## config.mk

```make
export PLATFORM = sky130hd
export DESIGN_NAME = pac_proximity_adc_config
export DESIGN_NICKNAME = d
export VERILOG_FILES = /design/src/pac_pkg.sv /design/src/pac_proximity_adc_config.sv /design/src/pac_cycle_timer.sv
export SDC_FILE = /design/constraint.sdc
export NUM_CORES = 1
export LEC_CHECK = 0
export BUFFER_PORTS_ARGS = -buffer_cell sky130_fd_sc_hd__buf_2
export CAP_MARGIN = 20
export CORE_AREA = 2 2 102 104
export DETAILED_ROUTE_END_ITERATION = 10
export DIE_AREA = 0 0 104 106
export PLACE_DENSITY = 0.8
export SLEW_MARGIN = 20
export SYNTH_ARGS = -nofsm -noshare
export SYNTH_HDL_FRONTEND = slang
export SYNTH_SLANG_ARGS = --single-unit
```

## constraint.sdc

```tcl
create_clock -name clk -period 7.5 [get_ports clk]
set_input_delay 0 -clock clk [delete_from_list [all_inputs] [get_ports clk]]
set_output_delay 0 -clock clk [all_outputs]
set_load 0.005 [all_outputs]
```

## src/pac_pkg.sv

```systemverilog
// Purpose: shared constants and types for the proximity conversion settings block
// Assumes: 250 MHz system clock, 32-bit avalon-mm register window
// Notes:   register indices are word indices; byte address is four times the index
package pac_pkg;

  // register window
  localparam int          ADDR_W = 6;
  localparam int          DATA_W = 32;
  localparam int          IDX_LSB = 2;
  localparam logic [3:0]  IDX_SECOND_SEL = 4'h8;
  localparam logic [3:0]  IDX_THIRD_SEL  = 4'h9;
  localparam logic [3:0]  IDX_RECOVERY   = 4'hA;
  localparam logic [3:0]  IDX_SCALE      = 4'hB;
  localparam logic [3:0]  IDX_RANGE_MODE = 4'hC;
  localparam logic [3:0]  IDX_STATUS     = 4'hD;

  // reset values
  localparam logic [7:0]  RST_SECOND_SEL = 8'h03;
  localparam logic [7:0]  RST_THIRD_SEL  = 8'h03;
  localparam logic [7:0]  RST_RECOVERY   = 8'h00;
  localparam logic [7:0]  RST_SCALE      = 8'h00;
  localparam logic [7:0]  RST_RANGE_MODE = 8'h04;

  // field positions
  localparam int          REC_LSB   = 4;
  localparam int          REC_MSB   = 6;
  localparam int          SCALE_MSB = 2;
  localparam int          RANGE_BIT = 5;
  localparam int          MODE_BIT  = 2;

  // status bits
  localparam int          ST_REFUSED_BIT  = 0;
  localparam int          ST_DONE_BIT     = 1;
  localparam int          ST_SCALE_HI_BIT = 2;
  localparam int          ST_BUSY_BIT     = 3;

  // input select codes
  localparam logic [7:0]  CODE_SMALL_IR = 8'h00;
  localparam logic [7:0]  CODE_VISIBLE  = 8'h02;
  localparam logic [7:0]  CODE_LARGE_IR = 8'h03;
  localparam logic [7:0]  CODE_NO_PD    = 8'h06;
  localparam logic [7:0]  CODE_GND      = 8'h25;
  localparam logic [7:0]  CODE_TEMP     = 8'h65;
  localparam logic [7:0]  CODE_SUPPLY   = 8'h75;

  localparam logic [2:0]  SCALE_SAFE_MAX = 3'h5;

  // timing
  localparam int          CLK_PERIOD_PS   = 4000;
  localparam int          ADC_CLK_PS      = 50000;
  localparam int          CYC_PER_ADC     = (ADC_CLK_PS + CLK_PERIOD_PS - 1) / CLK_PERIOD_PS;
  localparam int          BASE_INTEG_ADC  = 512;
  localparam int          CNT_W           = 24;

  typedef enum logic [1:0] {
    PAC_IDLE,
    PAC_RECOVER,
    PAC_INTEG
  } pac_state_t;

  // recovery length in adc clocks for each code
  function automatic logic [9:0] rec_adc_clks(input logic [2:0] code);
    logic [9:0] r;
    case (code)
      3'h0:    r = 10'h001;
      3'h1:    r = 10'h007;
      3'h2:    r = 10'h00F;
      3'h3:    r = 10'h01F;
      3'h4:    r = 10'h03F;
      3'h5:    r = 10'h07F;
      3'h6:    r = 10'h0FF;
      default: r = 10'h1FF;
    endcase
    return r;
  endfunction : rec_adc_clks

endpackage : pac_pkg

```

## src/pac_proximity_adc_config.sv

```systemverilog
// Purpose: proximity conversion settings and per-conversion recovery/integration timing
// Assumes: sequencer drives conv_start on this clock; avalon-mm master honours waitrequest
// Notes:   settings are captured at conversion start so writes never disturb a running one
//
// Overview of operation
// second channel input select, eight bits, resets to 0x03
// third channel input select, eight bits, same code meanings
// normal mode accepts 0x03 large ir and 0x00 small ir photodiodes
// raw mode disables emitters and also accepts 0x02, 0x06, 0x25, 0x65, 0x75
// recovery wait before conversion: 1,7,15,31,63,127,255,511 adc clocks
// scale field multiplies emitter pulse and integration time by two to the code
// host keeps scale at 5 or below; hardware gives no protection
// range bit 5 selects high signal range, gain divided by 14.5
// mode bit 2 set is normal proximity, clear is raw; resets to 0x04
// recovery setting resets to zero, one adc clock wait
// host writes reserved bits as zero and ignores their read value
//
// Our own choice: register access over Avalon-MM.
`timescale 1ns/1ps
`default_nettype none
module pac_proximity_adc_config #(
  parameter int REC_UNIT_CYC  = pac_pkg::CYC_PER_ADC,
  parameter int INTEG_BASE_CYC = pac_pkg::BASE_INTEG_ADC * pac_pkg::CYC_PER_ADC
) (
  // clock and reset
  input  wire logic                        clk,
  input  wire logic                        srst,
  // avalon-mm slave
  input  wire logic [pac_pkg::ADDR_W-1:0]  avs_address,
  input  wire logic                        avs_read,
  input  wire logic                        avs_write,
  input  wire logic [pac_pkg::DATA_W-1:0]  avs_writedata,
  input  wire logic [3:0]                  avs_byteenable,
  output logic [pac_pkg::DATA_W-1:0]       avs_readdata,
  output logic                             avs_waitrequest,
  // sequencer request
  input  wire logic                        conv_start,
  input  wire logic                        conv_chan_third,
  output logic                             conv_busy,
  output logic                             conv_done,
  output logic                             conv_refused,
  // analog front-end controls
  output logic [7:0]                       adc_input_code,
  output logic                             emitter_drive_en,
  output logic                             high_signal_range_select,
  output logic                             raw_or_normal_select,
  output logic                             recovering,
  output logic                             integrating
);

  // register file state
  logic [7:0]              second_sel_q;
  logic [7:0]              second_sel_d;
  logic [7:0]              third_sel_q;
  logic [7:0]              third_sel_d;
  logic [2:0]              recovery_clock_code_q;
  logic [2:0]              recovery_clock_code_d;
  logic [2:0]              scale_q;
  logic [2:0]              scale_d;
  logic                    range_q;
  logic                    range_d;
  logic                    mode_q;
  logic                    mode_d;
  logic                    refused_st_q;
  logic                    refused_st_d;
  logic                    done_st_q;
  logic                    done_st_d;
  logic                    ack_q;
  logic                    ack_d;
  logic [7:0]              rdata_q;
  logic [7:0]              rdata_d;

  // conversion state
  pac_pkg::pac_state_t     state_q;
  pac_pkg::pac_state_t     state_d;
  logic [7:0]              code_q;
  logic [7:0]              code_d;
  logic                    cap_normal_q;
  logic                    cap_normal_d;
  logic                    cap_range_q;
  logic                    cap_range_d;
  logic [2:0]              cap_scale_q;
  logic [2:0]              cap_scale_d;
  logic                    done_q;
  logic                    done_d;
  logic                    refused_q;
  logic                    refused_d;

  // timer hookup
  logic                    tmr_load;
  logic [pac_pkg::CNT_W-1:0] tmr_val;
  logic                    tmr_done;

  logic                    req;
  logic                    wr_take;
  logic [3:0]              idx;
  logic [7:0]              wbyte;
  logic [7:0]              pick_code;
  logic                    pick_ok;
  logic                    ev_done;
  logic                    ev_refused;

  assign req     = avs_read | avs_write;
  // one wait cycle: readdata is registered during it, write lands at the release edge
  assign avs_waitrequest = req & ~ack_q;
  assign wr_take = avs_write & ack_q & avs_byteenable[0];
  assign idx     = avs_address[pac_pkg::ADDR_W-1:pac_pkg::IDX_LSB];
  assign wbyte   = avs_writedata[7:0];

  // input code legality for the current mode
  function automatic logic code_legal(input logic [7:0] c, input logic normal);
    logic ok;
    ok = 1'b0;
    // normal mode codes
    if (c == pac_pkg::CODE_LARGE_IR || c == pac_pkg::CODE_SMALL_IR) begin
      ok = 1'b1;
    end
    // extra raw codes
    if (!normal) begin
      case (c)
        pac_pkg::CODE_VISIBLE,
        pac_pkg::CODE_NO_PD,
        pac_pkg::CODE_GND,
        pac_pkg::CODE_TEMP,
        pac_pkg::CODE_SUPPLY: ok = 1'b1;
        default:              ok = ok;
      endcase
    end
    return ok;
  endfunction : code_legal

  // register writes and status flags
  always_comb begin
    second_sel_d          = second_sel_q;
    third_sel_d           = third_sel_q;
    recovery_clock_code_d = recovery_clock_code_q;
    scale_d               = scale_q;
    range_d               = range_q;
    mode_d                = mode_q;
    refused_st_d          = refused_st_q;
    done_st_d             = done_st_q;
    if (wr_take) begin
      case (idx)
        // second channel select
        pac_pkg::IDX_SECOND_SEL: second_sel_d = wbyte;
        // third channel select
        pac_pkg::IDX_THIRD_SEL:  third_sel_d = wbyte;
        // recovery code field
        pac_pkg::IDX_RECOVERY: begin
          recovery_clock_code_d = wbyte[pac_pkg::REC_MSB:pac_pkg::REC_LSB];
        end
        // scale field; values above five are stored as written
        pac_pkg::IDX_SCALE:      scale_d = wbyte[pac_pkg::SCALE_MSB:0];
        // range and mode bits
        pac_pkg::IDX_RANGE_MODE: begin
          range_d = wbyte[pac_pkg::RANGE_BIT];
          mode_d  = wbyte[pac_pkg::MODE_BIT];
        end
        pac_pkg::IDX_STATUS: begin
          if (wbyte[pac_pkg::ST_REFUSED_BIT]) begin
            refused_st_d = 1'b0;
          end
          if (wbyte[pac_pkg::ST_DONE_BIT]) begin
            done_st_d = 1'b0;
          end
        end
        default: begin
          second_sel_d = second_sel_q;
        end
      endcase
    end
    // hardware set beats a same-cycle software clear
    if (ev_refused) begin
      refused_st_d = 1'b1;
    end
    if (ev_done) begin
      done_st_d = 1'b1;
    end
  end

  // read path, reserved bits read zero
  always_comb begin
    ack_d   = req & ~ack_q;
    rdata_d = rdata_q;
    if (avs_read & ~ack_q) begin
      case (idx)
        pac_pkg::IDX_SECOND_SEL: rdata_d = second_sel_q;
        pac_pkg::IDX_THIRD_SEL:  rdata_d = third_sel_q;
        pac_pkg::IDX_RECOVERY: begin
          rdata_d = '0;
          rdata_d[pac_pkg::REC_MSB:pac_pkg::REC_LSB] = recovery_clock_code_q;
        end
        pac_pkg::IDX_SCALE: begin
          rdata_d = '0;
          rdata_d[pac_pkg::SCALE_MSB:0] = scale_q;
        end
        pac_pkg::IDX_RANGE_MODE: begin
          rdata_d = '0;
          rdata_d[pac_pkg::RANGE_BIT] = range_q;
          rdata_d[pac_pkg::MODE_BIT]  = mode_q;
        end
        pac_pkg::IDX_STATUS: begin
          rdata_d = '0;
          rdata_d[pac_pkg::ST_REFUSED_BIT]  = refused_st_q;
          rdata_d[pac_pkg::ST_DONE_BIT]     = done_st_q;
          // advisory only, nothing is blocked
          rdata_d[pac_pkg::ST_SCALE_HI_BIT] = (scale_q > pac_pkg::SCALE_SAFE_MAX);
          rdata_d[pac_pkg::ST_BUSY_BIT]     = (state_q != pac_pkg::PAC_IDLE);
        end
        default: rdata_d = '0;
      endcase
    end
  end

  always_ff @(posedge clk) begin
    if (srst) begin
      // second select reset
      second_sel_q          <= pac_pkg::RST_SECOND_SEL;
      third_sel_q           <= pac_pkg::RST_THIRD_SEL;
      // recovery reset to zero
      recovery_clock_code_q <= pac_pkg::RST_RECOVERY[pac_pkg::REC_MSB:pac_pkg::REC_LSB];
      scale_q               <= pac_pkg::RST_SCALE[pac_pkg::SCALE_MSB:0];
      // range and mode reset
      range_q               <= pac_pkg::RST_RANGE_MODE[pac_pkg::RANGE_BIT];
      mode_q                <= pac_pkg::RST_RANGE_MODE[pac_pkg::MODE_BIT];
      refused_st_q          <= 1'b0;
      done_st_q             <= 1'b0;
      ack_q                 <= 1'b0;
      rdata_q               <= 8'h00;
    end else begin
      second_sel_q          <= second_sel_d;
      third_sel_q           <= third_sel_d;
      recovery_clock_code_q <= recovery_clock_code_d;
      scale_q               <= scale_d;
      range_q               <= range_d;
      mode_q                <= mode_d;
      refused_st_q          <= refused_st_d;
      done_st_q             <= done_st_d;
      ack_q                 <= ack_d;
      rdata_q               <= rdata_d;
    end
  end

  assign avs_readdata = {{(pac_pkg::DATA_W-8){1'b0}}, rdata_q};

  // conversion sequencing
  assign pick_code  = conv_chan_third ? third_sel_q : second_sel_q;
  assign pick_ok    = code_legal(pick_code, mode_q);
  assign ev_done    = (state_q == pac_pkg::PAC_INTEG) & tmr_done;
  assign ev_refused = (state_q == pac_pkg::PAC_IDLE) & conv_start & ~pick_ok;

  always_comb begin
    state_d      = state_q;
    code_d       = code_q;
    cap_normal_d = cap_normal_q;
    cap_range_d  = cap_range_q;
    cap_scale_d  = cap_scale_q;
    done_d       = ev_done;
    refused_d    = ev_refused;
    tmr_load     = 1'b0;
    tmr_val      = '0;
    case (state_q)
      pac_pkg::PAC_IDLE: begin
        if (conv_start && pick_ok) begin
          code_d       = pick_code;
          cap_normal_d = mode_q;
          cap_range_d  = range_q;
          cap_scale_d  = scale_q;
          // recovery wait length
          tmr_load     = 1'b1;
          tmr_val      = pac_pkg::CNT_W'(
            int'(pac_pkg::rec_adc_clks(recovery_clock_code_q)) * REC_UNIT_CYC);
          state_d      = pac_pkg::PAC_RECOVER;
        end
      end
      pac_pkg::PAC_RECOVER: begin
        if (tmr_done) begin
          // integration scaled by power of two
          tmr_load = 1'b1;
          tmr_val  = pac_pkg::CNT_W'(INTEG_BASE_CYC) << cap_scale_q;
          state_d  = pac_pkg::PAC_INTEG;
        end
      end
      pac_pkg::PAC_INTEG: begin
        if (tmr_done) begin
          state_d = pac_pkg::PAC_IDLE;
        end
      end
      default: state_d = pac_pkg::PAC_IDLE;
    endcase
  end

  always_ff @(posedge clk) begin
    if (srst) begin
      state_q      <= pac_pkg::PAC_IDLE;
      code_q       <= pac_pkg::RST_SECOND_SEL;
      cap_normal_q <= 1'b1;
      cap_range_q  <= 1'b0;
      cap_scale_q  <= 3'h0;
      done_q       <= 1'b0;
      refused_q    <= 1'b0;
    end else begin
      state_q      <= state_d;
      code_q       <= code_d;
      cap_normal_q <= cap_normal_d;
      cap_range_q  <= cap_range_d;
      cap_scale_q  <= cap_scale_d;
      done_q       <= done_d;
      refused_q    <= refused_d;
    end
  end

  pac_cycle_timer u_timer (
    .clk      (clk),
    .srst     (srst),
    .load     (tmr_load),
    .load_val (tmr_val),
    .busy     (),
    .done     (tmr_done)
  );

  assign conv_busy                = (state_q != pac_pkg::PAC_IDLE);
  assign conv_done                = done_q;
  assign conv_refused             = refused_q;
  assign adc_input_code           = code_q;
  assign recovering               = (state_q == pac_pkg::PAC_RECOVER);
  assign integrating              = (state_q == pac_pkg::PAC_INTEG);
  // emitters held off in raw mode; pulse spans the scaled integration
  assign emitter_drive_en         = integrating & cap_normal_q;
  // range follows captured bit
  assign high_signal_range_select = cap_range_q;
  // 1 = normal proximity, 0 = raw
  assign raw_or_normal_select     = cap_normal_q;

endmodule : pac_proximity_adc_config
`default_nettype wire

```

## src/pac_cycle_timer.sv

```systemverilog
// Purpose: down-counter whose done marks the last of a loaded number of cycles
// Assumes: load value of zero is treated as one
// Notes:   a new load restarts the count
`timescale 1ns/1ps
`default_nettype none
module pac_cycle_timer (
  // clock and reset
  input  wire logic                    clk,
  input  wire logic                    srst,
  // control
  input  wire logic                    load,
  input  wire logic [pac_pkg::CNT_W-1:0] load_val,
  // status
  output logic                         busy,
  output logic                         done
);

  logic [pac_pkg::CNT_W-1:0] cnt_q;
  logic [pac_pkg::CNT_W-1:0] cnt_d;
  logic                      busy_q;
  logic                      busy_d;
  logic                      last;

  // done is decoded in the last counted cycle; a registered done would add a cycle per phase
  assign last = busy_q & (cnt_q == pac_pkg::CNT_W'(1));

  always_comb begin
    cnt_d  = cnt_q;
    busy_d = busy_q;
    if (load) begin
      cnt_d  = (load_val == '0) ? pac_pkg::CNT_W'(1) : load_val;
      busy_d = 1'b1;
    end else if (last) begin
      cnt_d  = '0;
      busy_d = 1'b0;
    end else if (busy_q) begin
      cnt_d = cnt_q - pac_pkg::CNT_W'(1);
    end
  end

  always_ff @(posedge clk) begin
    if (srst) begin
      cnt_q  <= '0;
      busy_q <= 1'b0;
    end else begin
      cnt_q  <= cnt_d;
      busy_q <= busy_d;
    end
  end

  assign busy = busy_q;
  assign done = last;

endmodule : pac_cycle_timer
`default_nettype wire

```

# --- Word-level counts from Yosys, hierarchy flattened ---
# Index checks and enable logic that the tools add are counted.
totals:
  wordCells: 116
  input_bits: 48
  reg_bits: 77
  out_inout_bits: 49
op_classes:
  bitwise: 12
  n_eq_ne: 24
  muxes: 32
  shift: 1
  multipliers: 1
  reduce_logical: 25
  addsub: 1
  n_lt_le_gt_ge: 1
ops:
  columns: ["operator", "count"]
  rows:
  - ["$mux 24", 5]
  - ["$pmux 9 s7", 1]
  - ["$pmux 24 s2", 1]
  - ["$pmux 8 s6", 1]
  - ["$eq 24x1->1 const B", 1]
  - ["$eq 4x4->1 const B", 6]
  - ["$logic_not 24->1", 1]
  - ["$shl 13x3->24 const A", 1]
  - ["$sub 24x1->24 const B", 1]
  - ["$mux 10", 2]
  - ["$eq 8x2->1 const B", 2]
  - ["$eq 8x7->1 const B", 2]
  - ["$reduce_bool 2->1", 8]
  - ["$mux 1", 15]
  - ["$mul 10x4->14 const B", 1]
  - ["$mux 14", 1]
  - ["$reduce_and 2->1", 6]
  - ["$and 1x1->1", 9]
  - ["$eq 3x3->1 const B", 3]
  - ["$reduce_and 3->1", 3]
  - ["$eq 8x3->1 const B", 1]
  - ["$eq 8x6->1 const B", 1]
  - ["$logic_not 8->1", 1]
  - ["$mux 8", 1]
  - ["17 further kinds", 23]

# --- Logic depth before layout (Yosys ltp) ---
depth:
  ltp_word: 15
  depth_mapped: 13
  mapped_depth_nobuf: 12

# --- Hierarchy ---
# From an unflattened synthesis, not the netlist that was laid out.
hier_totals:
  cells_unflattened: 603
  area_unflattened_um2: 4948.5
modules_own_cells:
  columns: ["module", "instances", "cells_each", "area_each_um2"]
  rows:
  - ["pac_proximity_adc_config", 1, 407, 3362.0]
  - ["pac_cycle_timer", 1, 196, 1586.5]

# --- Worst setup path before layout ---
# No wires, ideal clock.
synth_timing:
  path_type: "input -> register"
  startpoint: "in conv_chan_third"
  endpoint: "reg u_timer.cnt_q[18] (netlist name)"
  slack_ns: 5.746
  required_ns: 7.441
  arrival_time_ns: 1.695
  path_stages: 6
  path_cell_list: "buf_2 > a2111o_1 > o211ai_1 > nor2_1 > or4b_2 > o2bb2a_1"
synth_via:
  elab_chain_cells: 12
synth_rtl:
  columns: ["element", "line_no", "text"]
  rows:
  - ["start: declaration", "pac_proximity_adc_config.sv:38", "input wire logic conv_chan_third,"]
  - ["$mux 8 (*)", "pac_proximity_adc_config.sv:247", "assign pick_code = conv_chan_third ? third_sel_q : second_sel_q;"]
  - ["$eq 8x2->1 or $logic_not 8->1 (tied branches)", "pac_proximity_adc_config.sv:115", "if (c == pac_pkg::CODE_LARGE_IR || c == pac_pkg::CODE_SMALL_IR) begin"]
  - ["$logic_or 1x1->1", "pac_proximity_adc_config.sv:115", null]
  - ["$mux 1", "pac_proximity_adc_config.sv:115", null]
  - ["$mux 1", "pac_proximity_adc_config.sv:120", "case (c)"]
  - ["$mux 1 (*)", "pac_proximity_adc_config.sv:119", "if (!normal) begin"]
  - ["$logic_and 1x1->1 (*)", "pac_proximity_adc_config.sv:264", "if (conv_start && pick_ok) begin"]
  - ["$mux 14", "pac_proximity_adc_config.sv:264", null]
  - ["$pmux 24 s2", "pac_proximity_adc_config.sv:262", "case (state_q)"]
  - ["$logic_not 24->1", "pac_cycle_timer.sv:31", "cnt_d = (load_val == '0) ? pac_pkg::CNT_W'(1) : load_val;"]
  - ["$mux 24", "pac_cycle_timer.sv:31", null]
  - ["$mux 24", "pac_cycle_timer.sv:30", "if (load) begin"]
  - ["end signal: assignment", "pac_cycle_timer.sv:46", "cnt_q <= cnt_d;"]
  - ["end: declaration", "pac_cycle_timer.sv:18", "logic [pac_pkg::CNT_W-1:0] cnt_q;"]
# Mark *: on every way between the ends. The rest lies on a longest branch, timed or not.
# A chain may end at the register's enable or synchronous reset.

==> results.json <==
{
  "path_max_fanout": 13,
  "grt_pass1_wl_mm": 19.0,
  "whs_path_depth": 3,
  "wl_mm": 11.4,
  "max_freq_mhz": 311,
  "diodes": 0,
  "avgRoutedWirePerCell_um": 14.8,
  "slew_viol_final": 0,
  "drc_errors": 0,
  "gp_congestion": 0.844,
  "cts_hold_buf": 10,
  "cts_setup_buffers": 0,
  "avgSynthCellArea_um2": 8.16,
  "synthTopCellsByArea": "dfxtp_1, mux2i_1, nor2_1",
  "dr_wl_met3_um": 592,
  "run_status": "finished clean",
  "min_period_over_period_pct": 42.8,
  "nets": 696,
  "drive_gt1_share_pct": 12.5,
  "clockRootBuffer": "clkbuf_8",
  "cts_made_buffers": 9,
  "final_cells": 769,
  "vias": 4276,
  "synth_edf_count": 0,
  "synth-main-ff-cell": "dfxtp_1",
  "worst_clock_skew_ns": 0.0112,
  "cts_resized": 0,
  "critPathSlowestCell": "dfxtp_1",
  "startpoint_type": "register",
  "hpwl_mm": 8.01,
  "rrSetupSlack_ns": 4.29,
  "grt_pass1_vias": 4008,
  "htree_levels": 3,
  "cts_tree": "done",
  "crit_required_ns": 7.76,
  "syn-instance-count": 599,
  "critPathCaptureType": "register",
  "worstMarginPinSlew_ns": 0.946,
  "criticalPathCategory": "register to register",
  "fill_cells": 898,
  "seq_area_frac_synth_pct": 31.5,
  "setup_viol": 0,
  "slew_headroom_pct": 36.7,
  "clk_path_buf_depth": 2,
  "drt_iter0_drc": 245,
  "grt_usage_pct": 20.7,
  "synthToLayoutAreaGrowth_pct": 9.81,
  "dr.pass1.iters": 7,
  "synth_top_area_share_pct": 31.5,
  "clkTransAtPathRegs_ns": 0.09,
  "die_area_um2": 11000,
  "ys_types": 68,
  "grt_max_degree": 76,
  "wl_met2_mm": 5.61,
  "worstPathArrival_ns": 3.47,
  "cellLeakagePower_uw": 0.00215,
  "syn_area_um2": 4890,
  "final_common_cell": "nor2_1",
  "rows": 37,
  "antenna_found_initial": 0,
  "io_pins": 97,
  "dieWidth_um": 104,
  "io_buffers": 43,
  "overflow": 0,
  "synth.largest_area_cell": "dfxtp_1",
  "p_per_area_nw_per_um2": 184,
  "ant_nets": 0,
  "ys_warn_count": 0,
  "hold_violations": 0,
  "r2r_cells": 11,
  "hp-class": "input port to register",
  "die_h_um": 106,
  "path_cells": "nand2_1, nand2b_1, ha_1, fa_1, ha_1, nor3_1, a211oi_1, a2111oi_0, a211oi_1, mux2i_1, a221oi_1",
  "wl_met1_mm": 4.96,
  "placed_cells": 742,
  "rsz0062_at_grt": "false",
  "min_period_ns": 3.21,
  "vias_per_cell": 5.56,
  "initial_utilization_pct": 48.9,
  "critPathMaxStageDelay_ns": 0.59,
  "timing.hold.ws_ns": 0.0252,
  "topRoutingLayerUsed": "met4",
  "ir_drop_mv": 0.133,
  "layout_common_cells": "nor2_1, dfxtp_1, nand2_1, buf_2, mux2i_1",
  "coreArea_um2": 10000,
  "fin_setup_tns_ns": 0,
  "cts_sinks": 77,
  "synthArstFlopShare_pct": 0,
  "drv_cap": 0,
  "ys_ff_latch": 77,
  "clock_latency_ns": 0.36
}
## path summary, 6_finish.rpt
check                                   startpoint                             end
max          recovery_clock_code_q[0]$_SDFFE_PP0P_  u_timer.cnt_q[11]$_SDFFE_PP0P_
min                                     conv_start         conv_refused$_SDFF_PP0_
max reg2reg  recovery_clock_code_q[0]$_SDFFE_PP0P_  u_timer.cnt_q[11]$_SDFFE_PP0P_
min reg2reg         adc_input_code[7]$_SDFFE_PP0P_  adc_input_code[7]$_SDFFE_PP0P_
## metal layers
layer  GRT usage, %  vias up
li1               -     2126
met1           26.1     1986
met2           36.0      143
met3           3.74       21
met4           6.47        0
met5              0        -
## critical path, delay by kind of cell, from the launching register on
kind	cells	cell delay [ns]
adder cells (fa/ha/maj)	3	1.05
AND/OR/NAND/NOR	3	0.42
multiplexers	1	0.12
flip-flops	1	0.59
AO/OA/AOI/OAI	4	0.93
## flip-flops by register name, summed over array words and instances, names as in the netlist
name,flops
state_q,2
u_timer.cnt_q,24
third_sel_q,8
recovery_clock_code_q,3
adc_input_code,8
scale_q,3
high_signal_range_select,1
rdata_q,8
refused_st_q,1
ack_q,1
mode_q,1
done_st_q,1
conv_refused,1
conv_done,1
raw_or_normal_select,1
second_sel_q,8
range_q,1
cap_scale_q,3
u_timer.busy,1
## cell usage after synthesis (all sizes together), types with 11 or more instances
cell type	number
nor2	88
dfxtp	77
nand2	47
mux2i	39
buf	35
clkbuf	26
nor3	26
a21oi	19
ha	18
inv	17
nand2b	15
nand3	15
o21ai	14
xnor2	14
or3	12
a211oi	11
a22oi	11
nor2b	11
## area by class of cell
type	instances	area (um2)	area share, %
clock buffers	11	131	2.45
inverters	17	63.8	1.19
repair buffers	56	358	6.67
multi-input cells	467	3040	56.7
well taps	136	170	3.17
clock inverters	5	60.1	1.12
flip-flops and latches	77	1540	28.7
## power by group
group	internal, uW	switching (uW)	leakage (uW)
Combinational	94.0	127	0.00143
Sequential	428	22.2	0.000625
Clock	155	159	0.0000939
Total	677	309	0.00215
## kinds of logic after synthesis
logic type	Yosys count	share of synthesized area (%)
and+or+nand+nor	258	27.2
buffers and inverters	78	8.14
AOI/OAI and AO/OA	99	14.5
xor gates and xnor gates	23	4.12
other	1	0.0768
DFF	77	31.5
muxes	43	8.91
adders and majority gates	20	5.43
## metrics by stage
stage | worst slack, ns | cell area (um2) | power, uW | utilization [%]
floorplan | 4.57 | 4970 | 632 | -
global placement | 4.42 | 5050 | 661 | 50.5
detailed placement | 4.32 | 5050 | 669 | 50.5
CTS | 4.29 | 5340 | 985 | 53.4
global route | 4.07 | 5370 | 1030 | 53.7
finish | 4.29 | 5370 | 985 | 53.7
No activity file was read; power rests on OpenSTA's default activity.
